===== src/pmt_pkg.sv =====
// package: register map, fields and reset values of the period match timer
// Contract
// - 8-bit counter and 8-bit period registers
// - timer clocked by instruction clock, osc/4
// - prescaler 1, 4, 16 increments counter
// - counter counts up from zero to period
// - at match next increment loads zero
// - each match advances postscaler, ratios 1..16
// - postscaler output sets timer match flag
// - counter and period rw; reset 00h, FFh
// - counts only while timer-on bit set
// - ratios taken from control register fields
// - count/control write or reset clears scalers
// - control write leaves counter unchanged
// - PWM period ends at each match
package pmt_pkg;
    localparam logic [11:0] PMT_COUNT_OFS  = 12'h000;
    localparam logic [11:0] PMT_PERIOD_OFS = 12'h004;
    localparam logic [11:0] PMT_CTRL_OFS   = 12'h008;
    localparam logic [11:0] PMT_FLAG_OFS   = 12'h00C;
    localparam logic [11:0] PMT_MASK_OFS   = 12'h010;
    localparam logic [7:0]  PMT_COUNT_RST  = 8'h00;
    localparam logic [7:0]  PMT_PERIOD_RST = 8'hFF;
    localparam logic [6:0]  PMT_CTRL_RST   = 7'h00;
    // control fields
    localparam int PMT_ON_BIT   = 2;
    localparam int PMT_PS_LO    = 0;
    localparam int PMT_POST_LO  = 3;
    localparam int PMT_CTRL_W   = 7;
    // prescale encodings
    localparam logic [1:0] PMT_PS_DIV1 = 2'h0;
    localparam logic [1:0] PMT_PS_DIV4 = 2'h1;
    localparam logic [3:0] PMT_PRE_MAX4  = 4'h3;
    localparam logic [3:0] PMT_PRE_MAX16 = 4'hF;
    localparam logic [1:0] PMT_DIV4_MAX  = 2'h3;
endpackage : pmt_pkg


===== src/pmt_scale_if.sv =====
// interface: shared clear and tick signals between timer stages
`timescale 1ns/10ps
`default_nettype none
interface pmt_scale_if;
    logic       clear;
    logic       tick_in;
    logic [3:0] limit;
    logic       tick_out;
    modport ctrl (output clear, output tick_in, output limit,
                  input tick_out);
    modport scal (input clear, input tick_in, input limit,
                  output tick_out);
endinterface : pmt_scale_if
`default_nettype wire


===== src/pmt_top.sv =====
// module: period match timer with APB register slave and interrupt
//
// Design decisions made here: the APB interface to the registers and the placing of the registers.
`timescale 1ns/10ps
`default_nettype none
module pmt_top
    import pmt_pkg::*;
(
    input  wire logic        clk_i,      // 10 MHz system clock
    input  wire logic        rst_i,      // sync reset, active high
    input  wire logic        psel_i,     // apb select
    input  wire logic        penable_i,  // apb enable
    input  wire logic        pwrite_i,   // apb write
    input  wire logic [11:0] paddr_i,    // apb byte address
    input  wire logic [31:0] pwdata_i,   // apb write data
    output logic      [31:0] prdata_o,   // apb read data
    output logic             pready_o,   // apb ready
    output logic             pslverr_o,  // apb error
    output logic             irq_o,      // level interrupt
    output logic             pwm_period_o // pulse at period end
);
    typedef struct packed {
        logic [7:0]  count;
        logic [7:0]  period;
        logic [6:0]  ctrl;
        logic        flag;
        logic        mask;
        logic [1:0]  div4;
        logic        tick;
        logic [31:0] rdata;
        logic        ready;
        logic        err;
        logic        irq;
        logic        pwm;
    } pmt_top_s;

    pmt_top_s st_reg;
    pmt_top_s st_next;

    pmt_scale_if pre_if ();
    pmt_scale_if post_if ();

    logic        setup;
    logic        wr_acc;
    logic        wr_count;
    logic        wr_ctrl;
    logic        match;
    logic        inc_ev;
    logic        on;
    logic [1:0]  ps_sel;
    logic        mapped;
    logic [31:0] rd_val;

    assign setup    = psel_i && !penable_i;
    assign wr_acc   = psel_i && penable_i && pwrite_i && st_reg.ready;
    assign wr_count = wr_acc && paddr_i == PMT_COUNT_OFS;
    assign wr_ctrl  = wr_acc && paddr_i == PMT_CTRL_OFS;
    assign on       = st_reg.ctrl[PMT_ON_BIT];
    assign ps_sel   = st_reg.ctrl[PMT_PS_LO +: 2];
    assign match    = st_reg.count == st_reg.period;

    // instruction clock: one enable every four system cycles
    always_comb begin
        pre_if.clear   = wr_count || wr_ctrl;
        pre_if.tick_in = st_reg.tick && on;
        case (ps_sel)
            PMT_PS_DIV1: pre_if.limit = 4'h0;
            PMT_PS_DIV4: pre_if.limit = PMT_PRE_MAX4;
            default:     pre_if.limit = PMT_PRE_MAX16;
        endcase
    end
    assign inc_ev = pre_if.tick_out;

    always_comb begin
        post_if.clear   = wr_count || wr_ctrl;
        post_if.tick_in = inc_ev && match;
        post_if.limit   = st_reg.ctrl[PMT_POST_LO +: 4];
    end

    pmt_scaler u_pre (
        .clk_i (clk_i),
        .rst_i (rst_i),
        .sif   (pre_if)
    );
    pmt_scaler u_post (
        .clk_i (clk_i),
        .rst_i (rst_i),
        .sif   (post_if)
    );

    always_comb begin
        mapped = 1'b1;
        rd_val = 32'h0000_0000;
        case (paddr_i)
            PMT_COUNT_OFS:  rd_val[7:0] = st_reg.count;
            PMT_PERIOD_OFS: rd_val[7:0] = st_reg.period;
            PMT_CTRL_OFS:   rd_val[PMT_CTRL_W-1:0] = st_reg.ctrl;
            PMT_FLAG_OFS:   rd_val[0] = st_reg.flag;
            PMT_MASK_OFS:   rd_val[0] = st_reg.mask;
            default:        mapped = 1'b0;
        endcase
    end

    always_comb begin
        st_next      = st_reg;
        st_next.div4 = st_reg.div4 + 2'h1;
        st_next.tick = st_reg.div4 == PMT_DIV4_MAX;
        st_next.pwm  = 1'b0;
        // counter: match reload beats increment
        if (inc_ev) begin
            if (match) begin
                st_next.count = 8'h00;
                st_next.pwm   = 1'b1;
            end else begin
                st_next.count = st_reg.count + 8'h01;
            end
        end
        // apb access: one wait state, answer in second access cycle
        st_next.ready = 1'b0;
        st_next.err   = 1'b0;
        if (setup) begin
            st_next.ready = 1'b0;
        end else if (psel_i && penable_i && !st_reg.ready) begin
            st_next.ready = 1'b1;
            st_next.err   = !mapped;
            st_next.rdata = pwrite_i ? 32'h0000_0000 : rd_val;
        end
        if (wr_acc) begin
            case (paddr_i)
                PMT_COUNT_OFS:  st_next.count = pwdata_i[7:0];
                PMT_PERIOD_OFS: st_next.period = pwdata_i[7:0];
                PMT_CTRL_OFS:   st_next.ctrl =
                                    pwdata_i[PMT_CTRL_W-1:0];
                PMT_FLAG_OFS:   if (pwdata_i[0]) st_next.flag = 1'b0;
                PMT_MASK_OFS:   st_next.mask = pwdata_i[0];
                default:        st_next.mask = st_reg.mask;
            endcase
        end
        // set wins over software clear
        if (post_if.tick_out) begin
            st_next.flag = 1'b1;
        end
        st_next.irq = st_next.flag && st_next.mask;
    end

    always_ff @(posedge clk_i) begin
        if (rst_i) begin
            st_reg        <= '0;
            st_reg.count  <= PMT_COUNT_RST;
            st_reg.period <= PMT_PERIOD_RST;
            st_reg.ctrl   <= PMT_CTRL_RST;
        end else begin
            st_reg <= st_next;
        end
    end

    assign prdata_o     = st_reg.rdata;
    assign pready_o     = st_reg.ready;
    assign pslverr_o    = st_reg.err;
    assign irq_o        = st_reg.irq;
    assign pwm_period_o = st_reg.pwm;

    a_count_wrap : assert property (@(posedge clk_i) disable iff (rst_i)
        inc_ev && match && !wr_count |=> st_reg.count == 8'h00)
        else $error("counter did not wrap at match");
    a_count_step : assert property (@(posedge clk_i) disable iff (rst_i)
        inc_ev && !match && !wr_count
        |=> st_reg.count == $past(st_reg.count) + 8'h01)
        else $error("counter did not step");
    a_off_hold : assert property (@(posedge clk_i) disable iff (rst_i)
        !on && !wr_acc |=> $stable(st_reg.count))
        else $error("counter moved while off");
    a_ctrl_keep : assert property (@(posedge clk_i) disable iff (rst_i)
        wr_ctrl && !inc_ev |=> $stable(st_reg.count))
        else $error("control write changed counter");
    a_flag_set : assert property (@(posedge clk_i) disable iff (rst_i)
        post_if.tick_out |=> st_reg.flag)
        else $error("flag not set by postscaler");
    a_rst_vals : assert property (@(posedge clk_i)
        rst_i |=> st_reg.count == PMT_COUNT_RST
                  && st_reg.period == PMT_PERIOD_RST)
        else $error("reset values wrong");
    a_tick_rate : assert property (@(posedge clk_i) disable iff (rst_i)
        st_reg.tick |=> !st_reg.tick [*3])
        else $error("instruction tick too frequent");
    a_post_gate : assert property (@(posedge clk_i) disable iff (rst_i)
        post_if.tick_in |-> match && inc_ev)
        else $error("postscaler advanced without match");
    a_pwm_end : assert property (@(posedge clk_i) disable iff (rst_i)
        pwm_period_o |-> st_reg.count == 8'h00)
        else $error("pwm period end without wrap");
    a_clr_scal : assert property (@(posedge clk_i) disable iff (rst_i)
        (wr_count || wr_ctrl) |-> !post_if.tick_out)
        else $error("scaler fired during clearing write");
    a_pre_sel : assert property (@(posedge clk_i) disable iff (rst_i)
        ps_sel == PMT_PS_DIV1 |-> pre_if.limit == 4'h0)
        else $error("prescale one not selected");
    a_irq_lvl : assert property (@(posedge clk_i) disable iff (rst_i)
        st_reg.flag && st_reg.mask |-> irq_o)
        else $error("interrupt not raised");

    c_wrap : cover property (@(posedge clk_i) inc_ev && match);
    c_flag : cover property (@(posedge clk_i) post_if.tick_out);
    c_clr_race : cover property (@(posedge clk_i)
        post_if.tick_out && wr_acc && paddr_i == PMT_FLAG_OFS);
    c_err : cover property (@(posedge clk_i) pslverr_o);
endmodule : pmt_top
`default_nettype wire


===== src/pmt_scaler.sv =====
// module: divide-by-(limit+1) tick scaler with synchronous clear
`timescale 1ns/10ps
`default_nettype none
module pmt_scaler
    import pmt_pkg::*;
(
    input  wire logic   clk_i,     // system clock
    input  wire logic   rst_i,     // sync reset
    pmt_scale_if.scal   sif        // tick and clear
);
    typedef struct packed {
        logic [3:0] cnt;
    } pmt_scal_s;
    pmt_scal_s st_reg;
    pmt_scal_s st_next;
    logic      hit;

    assign hit = sif.tick_in && (st_reg.cnt == sif.limit);
    assign sif.tick_out = hit && !sif.clear;

    always_comb begin
        st_next = st_reg;
        if (sif.clear) begin
            st_next.cnt = 4'h0;
        end else if (hit) begin
            st_next.cnt = 4'h0;
        end else if (sif.tick_in) begin
            st_next.cnt = st_reg.cnt + 4'h1;
        end
    end

    always_ff @(posedge clk_i) begin
        if (rst_i) begin
            st_reg <= '0;
        end else begin
            st_reg <= st_next;
        end
    end

    a_scal_bound : assert property (@(posedge clk_i) disable iff (rst_i)
        st_reg.cnt <= sif.limit || $past(sif.limit) != sif.limit)
        else $error("scaler count beyond limit");
endmodule : pmt_scaler
`default_nettype wire


===== config.mk =====
export PLATFORM = sky130hd
export DESIGN_NAME = pmt_top
export DESIGN_NICKNAME = d
export VERILOG_FILES = /design/src/pmt_pkg.sv /design/src/pmt_scale_if.sv /design/src/pmt_top.sv /design/src/pmt_scaler.sv
export SDC_FILE = /design/constraint.sdc
export NUM_CORES = 1
export LEC_CHECK = 0
export BUFFER_PORTS_ARGS = -buffer_cell sky130_fd_sc_hd__buf_2
export CAP_MARGIN = 20
export CORE_ASPECT_RATIO = 2
export CORE_MARGIN = 10
export CORE_UTILIZATION = 50
export CTS_CLUSTER_SIZE = 30
export DETAILED_ROUTE_END_ITERATION = 10
export PLACE_DENSITY_LB_ADDON = 0.3
export SLEW_MARGIN = 25
export SYNTH_ARGS = -nofsm -noshare
export SYNTH_HDL_FRONTEND = slang
export SYNTH_HIERARCHICAL = 1
export SYNTH_SLANG_ARGS = --single-unit

===== constraint.sdc =====
create_clock -name clk_i -period 7.95 [get_ports clk_i]
set_clock_uncertainty 0.05 [all_clocks]
set_input_delay 1.59 -clock clk_i [delete_from_list [all_inputs] [get_ports clk_i]]
set_output_delay 1.59 -clock clk_i [all_outputs]
set_load 0.02 [all_outputs]

Word-level counts from Yosys, hierarchy flattened
Index checks and enable logic that the tools add are counted.
- bits in registers: 48
- output and inout bits: 36
- $add $sub $neg: 4
- equal/unequal tests: 9
- mux-type cells: 18
- bitwise logic cells: 3
- reductions and logical operators: 30
- operators with widths (kind ; count):
    $mux 8 ; 5
    $mux 25 ; 1
    $eq 12x4->1 const B ; 2
    $pmux 6 s3 ; 1
    $logic_and 1x1->1 ; 14
    $eq 12x3->1 const B ; 1
    $eq 12x5->1 const B ; 1
    $logic_not 12->1 ; 1
    $reduce_or 3->1 ; 3
    $add 4x1->4 const B ; 2
    $add 8x1->8 const B ; 1
    $eq 4x4->1 ; 2
    $eq 8x8->1 ; 1
    $pmux 4 s2 ; 1
    $mux 7 ; 1
    $mux 1 ; 6
    $reduce_and 2->1 ; 3
    $pmux 1 s5 ; 1
    $reduce_or 5->1 ; 1
    $logic_not 1->1 ; 4
    $reduce_or 2->1 ; 2
    $not 1->1 ; 3
    $add 2x1->2 const B ; 1
    $eq 2x1->1 const B ; 1
    5 further kinds ; 5

Logic depth before layout (Yosys ltp)
- word-level depth: 12
- gate-level depth with buffers: 12
- depth with buffers taken out: 11

Hierarchy
Netlist, hierarchy kept.
- by module, submodules not included (module ; instances ; cells each ; area an instance (sq um)):
    pmt_top ; 1 ; 257 ; 2194.6
    pmt_scaler ; 2 ; 26 ; 269.0

Worst setup path before layout
OpenSTA, ideal clock, no wires.
- kind: input-to-reg
- from: in paddr_i[1]
- to: reg st_reg (netlist bit irq_o)
- setup time: 0.120 ns
- arrival: 4.376 ns
- setup slack: 3.405 ns
- cell stages on the path: 12
- cells stage by stage: nor4_4 > nand3_1 > nor3_1 > and3b_1 > clkbuf_1 > nand3_1 > inv_1 > and2_4 > and3b_1 > nor4b_1 > nor3_1 > nor2b_1
- word-level cells in the longest chain between the ends: 10
- elaborated cells on any way between the ends: 17
- classes of those cells: eq/ne: 3; mux: 4; reduce/logical: 10
- RTL lines (what ; line ; text):
    start, declared ; pmt_top.sv:14 ; input wire logic [11:0] paddr_i,
    $eq 12x4->1 / $logic_not 12->1 (equally long branches) ; pmt_top.sv:57, pmt_top.sv:56 ;
    $logic_and 1x1->1, on equally long branches ; pmt_top.sv:57, pmt_top.sv:56 ;
    $logic_or 1x1->1 * ; pmt_top.sv:75 ; post_if.clear = wr_count || wr_ctrl;
    named net post_if.clear ; pmt_scale_if.sv:5 ; logic clear;
    $logic_not 1->1 * ; pmt_scaler.sv:19 ; assign sif.tick_out = hit && !sif.clear;
    $logic_and 1x1->1 * ; pmt_scaler.sv:19 ;
    named net inc_ev ; pmt_top.sv:48 ; logic inc_ev;
    $logic_and 1x1->1 * ; pmt_top.sv:76 ; post_if.tick_in = inc_ev && match;
    named net post_if.tick_in ; pmt_scale_if.sv:6 ; logic tick_in;
    $logic_and 1x1->1 * ; pmt_scaler.sv:18 ; assign hit = sif.tick_in && (st_reg.cnt == sif.limit);
    $logic_and 1x1->1 * ; pmt_scaler.sv:19 ;
    named net post_if.tick_out ; pmt_scale_if.sv:8 ; logic tick_out;
    $mux 1 * ; pmt_top.sv:140 ; if (post_if.tick_out) begin
    $logic_and 1x1->1 * ; pmt_top.sv:143 ; st_next.irq = st_next.flag && st_next.mask;
    end signal, assigned ; pmt_top.sv:153 ; st_reg <= st_next;
    end, declared ; pmt_top.sv:37 ; pmt_top_s st_reg;
The timed path passes the listed nets; every way through them passes the cells marked *.
A chain may end at the register's enable or synchronous reset.

Worst setup path after layout
Same ends and word-level chain as after synthesis.

==> Implementation_results.wiki <==
{| class="wikitable"
! Metric !! Value
|-
| FP Rows || 38
|-
| Die footprint || about 9000 um2
|-
| Clock transition at the register clock pins on the worst setup and hold paths after CTS || about 0.080 ns
|-
| Filler cells || 530
|-
| Final Total Pwr || roughly 0.45 mW
|-
| Reg area || between 900 and 1000 um2
|-
| Die outline height || between 100 and 150 um
|-
| Peak supply drop || 127 uV
|-
| CTS Hold Bufs || 0
|-
| Clock net sink count || 48
|-
| Sort of element at the end of the critical path || flip-flop
|-
| Part of the power in registers || between 50% and 60%
|-
| HPWL after detailed placement || between 4 and 5 mm
|-
| Worst R2R End || irq_o
|-
| Post-synth EDFFs || 0
|-
| Library cell occupying the most area in the post-synthesis netlist || dfxtp_1
|-
| Max Fclk || between 200 and 250 MHz
|-
| Required time reported for the critical path endpoint || around 8.1 ns
|-
| Number of global-route vias before repair || between 2k and 2.5k
|-
| Max FFs per register || 21
|-
| Critical path launch point || paddr_i[1]
|-
| Headroom to the max-slew limit || between 40% and 50%
|-
| Most used standard cell by instance count after synthesis || dfxtp_1
|-
| Post_cts resized || 0
|-
| Pin count of the biggest net entering global routing || 46
|-
| Flip-flop and latch count after synthesis || 48
|-
| Root buffer selected by CTS || clkbuf_8
|-
| Number of maximum-capacitance violations || 0
|-
| Vias || ~2.1k
|-
| Share of the synthesized area in the top cell type || 35.2%
|-
| Starting DRC count in detailed routing || 85
|-
| Sw Pwr || roughly 0.11 mW
|-
| Number of CTS-inserted buffers || 5
|-
| CTS tree || built
|-
| Depth of the most critical reg-to-reg path || 11
|-
| Cell type of the slowest stage on the worst timing path || nor4_4
|-
| Multi-input logic area || around 1500 um2
|-
| Drt via density || 5.34
|-
| Worst R2R Setup Slack || between 4 and 5 ns
|-
| Count of buffers inserted at the top-level ports || 36
|-
| Hold wc startpoint || st_reg[37]
|-
| Post-detailed-placement cell area || roughly 2800 um2
|-
| DR DRC count || 0
|-
| Run status || finished clean
|-
| Worst slack on hold paths || between 0.3 and 0.4 ns
|-
| Combinational share of power || under 10%
|-
| Main synth FF type || dfxtp_1
|-
| Proportion of power drawn by the clock network || around 38%
|-
| Setup TNS Final || 0 ns
|-
| DRT Wirelength || ~6 mm
|-
| Synthesized area divided by synthesized cell count || slightly below 9 um2
|-
| Total number of yosys warnings || 6
|-
| Minimum clock period after layout || 4.48 ns
|-
| Sum of overflow across all layers after global routing || 0
|-
| Share of final-layout standard cells stronger than drive strength 1 || about 19%
|-
| Final Hold Violating Endpoints || 0
|-
| Reg-to-Reg Start || ps_sel[1]
|-
| Fraction of registers with async set/reset || 0%
|-
| GRT Util Overall || 13.6%
|-
| Number of detailed-route iterations in the first pass || 4
|-
| Capture point of the critical path || irq_o
|-
| Number of setup buffers added after CTS || 0
|-
| Ports || 85
|-
| Number of antenna violations at the first check in global routing || 0
|-
| Top cells by area, synth || dfxtp_1 (35%), buf_4 (9.1%), xor2_1 (6.7%), mux2i_1 (5.5%), nor2_1 (4.9%)
|-
| Final setup violating endpoints || 0
|-
| Cells traversed along the worst timing path || buf_2 -> nor4_4 -> nand3_1 -> nor3_1 -> buf_4 -> and3b_1 -> nand3_1 -> inv_1 -> and2_4 -> and3b_1 -> nor4b_1 -> nor3_1 -> nor2b_1
|-
| Layout area overhead || 5.22%
|-
| Cell Pwr Density || around 160 nW/um2
|-
| Initial cell density of the core || 50.9%
|-
| Post-Syn Area || 2730 um2
|-
| Cell variety after synth || 47
|-
| Overall die width || a little over 70 um
|-
| Final net count || roughly 380
|-
| Fin util || between 50% and 60%
|-
| Post-route ant nets || 0
|-
| Buffers from clock root to sink, at most || 2
|-
| Switching power share of the total || 24.1%
|-
| Global-route wire length before repair || between 10 and 15 mm
|-
| Class of the tightest hold or removal check || reg2reg
|-
| RSZ-0062 raised after global routing || no
|-
| Ratio of final minimum period to clock period || 56.4%
|-
| Type of the worst setup path || in2reg
|-
| Critical path arrival || about 4.6 ns
|-
| Core Area || roughly 5400 um2
|-
| Ant. Diodes || 0
|-
| Insertion delay of the later-clocked pin in the worst-skew pair || 0.31 ns
|-
| Worst setup SP type || input pin
|-
| Max-slew violation count || 0
|-
| Proportion of synthesized chip area in sequential cells || 35.2%
|-
| Routed len/inst || roughly 15 um
|-
| Commonest cells post-synth || dfxtp_1 (48), nor2_1 (36), buf_4 (33), a21oi_1 (23), nand2_1 (22)
|-
| Worst-Margin Slew || 0.857 ns
|-
| H-tree depth || 2
|-
| Delay of the slowest cell on the worst path || about 0.37 ns
|-
| Leakage component of the power || ~1.2 nW
|-
| RD Place Congestion || 0.831
|-
| Design internal power || around 0.34 mW
|-
| Maximum fanout encountered on the critical timing path || 9
|-
| Number of cells produced by synthesis || ~310
|-
| Non-Filler Cell Area, Final || around 2900 um2
|}
-- metal layers --
metal  up-vias  part of all wire [%]  track usage (%)
met2        41                    58             25.6
met4         0                   2.3             6.41
met3        12                   4.9             3.67
met5         -                     0                0
li1       1055                     -                -
met1       974                    35             12.6
-- cell usage in the layout, fill, tap and decap left out, types with 2 or more instances in the layout --
cell	instances
nor3_2	2
and3b_1	2
ha_1	4
nand3_1	9
inv_1	2
nor4_1	3
nor2b_1	6
nand2b_1	2
nor4_4	2
or2b_1	2
a21oi_1	23
nor2_1	36
nor4b_1	2
clkbuf_8	5
o21ai_0	7
conb_1	24
and2_4	2
a21oi_2	2
buf_2	36
o41ai_1	2
mux2i_1	15
nor3_1	13
nand2_1	22
nand4_1	8
xor2_1	21
and2b_2	2
xnor2_1	5
a21boi_1	2
mux2_1	2
dfxtp_1	48
a2111oi_2	4
-- power by group through the flow --
stage	clock network [mW]	logic [mW]	registers, mW
6_report	0.170	0.0380	0.242
5_1_grt	0.181	0.0423	0.243
4_1_cts	0.175	0.0378	0.242
3_5_place_dp	0	0.0377	0.248
3_3_place_gp	0	0.0373	0.248
2_1_floorplan	0	0.0332	0.248
-- layout make-up --
class                           count  share of cell area, %
Clock buffer                        5                   2.39
Sequential cell                    48                   33.4
Tap cell                           60                   2.61
Inverter                            2                  0.261
Timing Repair Buffer               37                   6.53
Multi-Input combinational cell    237                   53.7
Clock inverter                      1                   1.04
-- metrics by stage --
| step | instances | setup WS (ns) |
|---|---|---|
| after floorplan | 332 | 3.40 |
| after global placement | 384 | 3.17 |
| after detailed placement | 384 | 3.13 |
| after CTS | 390 | 3.43 |
| after global routing | 390 | 3.20 |
| final | 390 | 3.47 |
-- worst min path at each step --
| stage | endpoint | slack (ns) | depth (start not counted) |
|---|---|---|---|
| 3_3_place_gp | st_reg[37] | 0.35 | 1 |
| 3_5_place_dp | st_reg[37] | 0.36 | 1 |
| 4_1_cts | st_reg[37] | 0.37 | 1 |
| 5_1_grt | st_reg[37] | 0.39 | 1 |
| 2_1_floorplan | st_reg[37] | 0.34 | 1 |
| 6_report | st_reg[37] | 0.37 | 1 |
-- worst max-delay path, delay by kind of cell --
family	cells	cell delay [ns]
buf+inv	3	0.52
simple gates	10	2.52
-- cells by family after synthesis --
family	after synthesis	synth area share [%]
AO/OA/AOI/OAI	41	9.80
XOR/XNOR	26	8.33
adder cells (fa/ha/maj)	4	1.83
buffers and inverters	47	11.4
flip-flops	48	35.2
multiplexers	19	7.55
other	1	0.137
AND/OR/NAND/NOR	123	25.7
No activity file was read; power rests on OpenSTA's default activity.
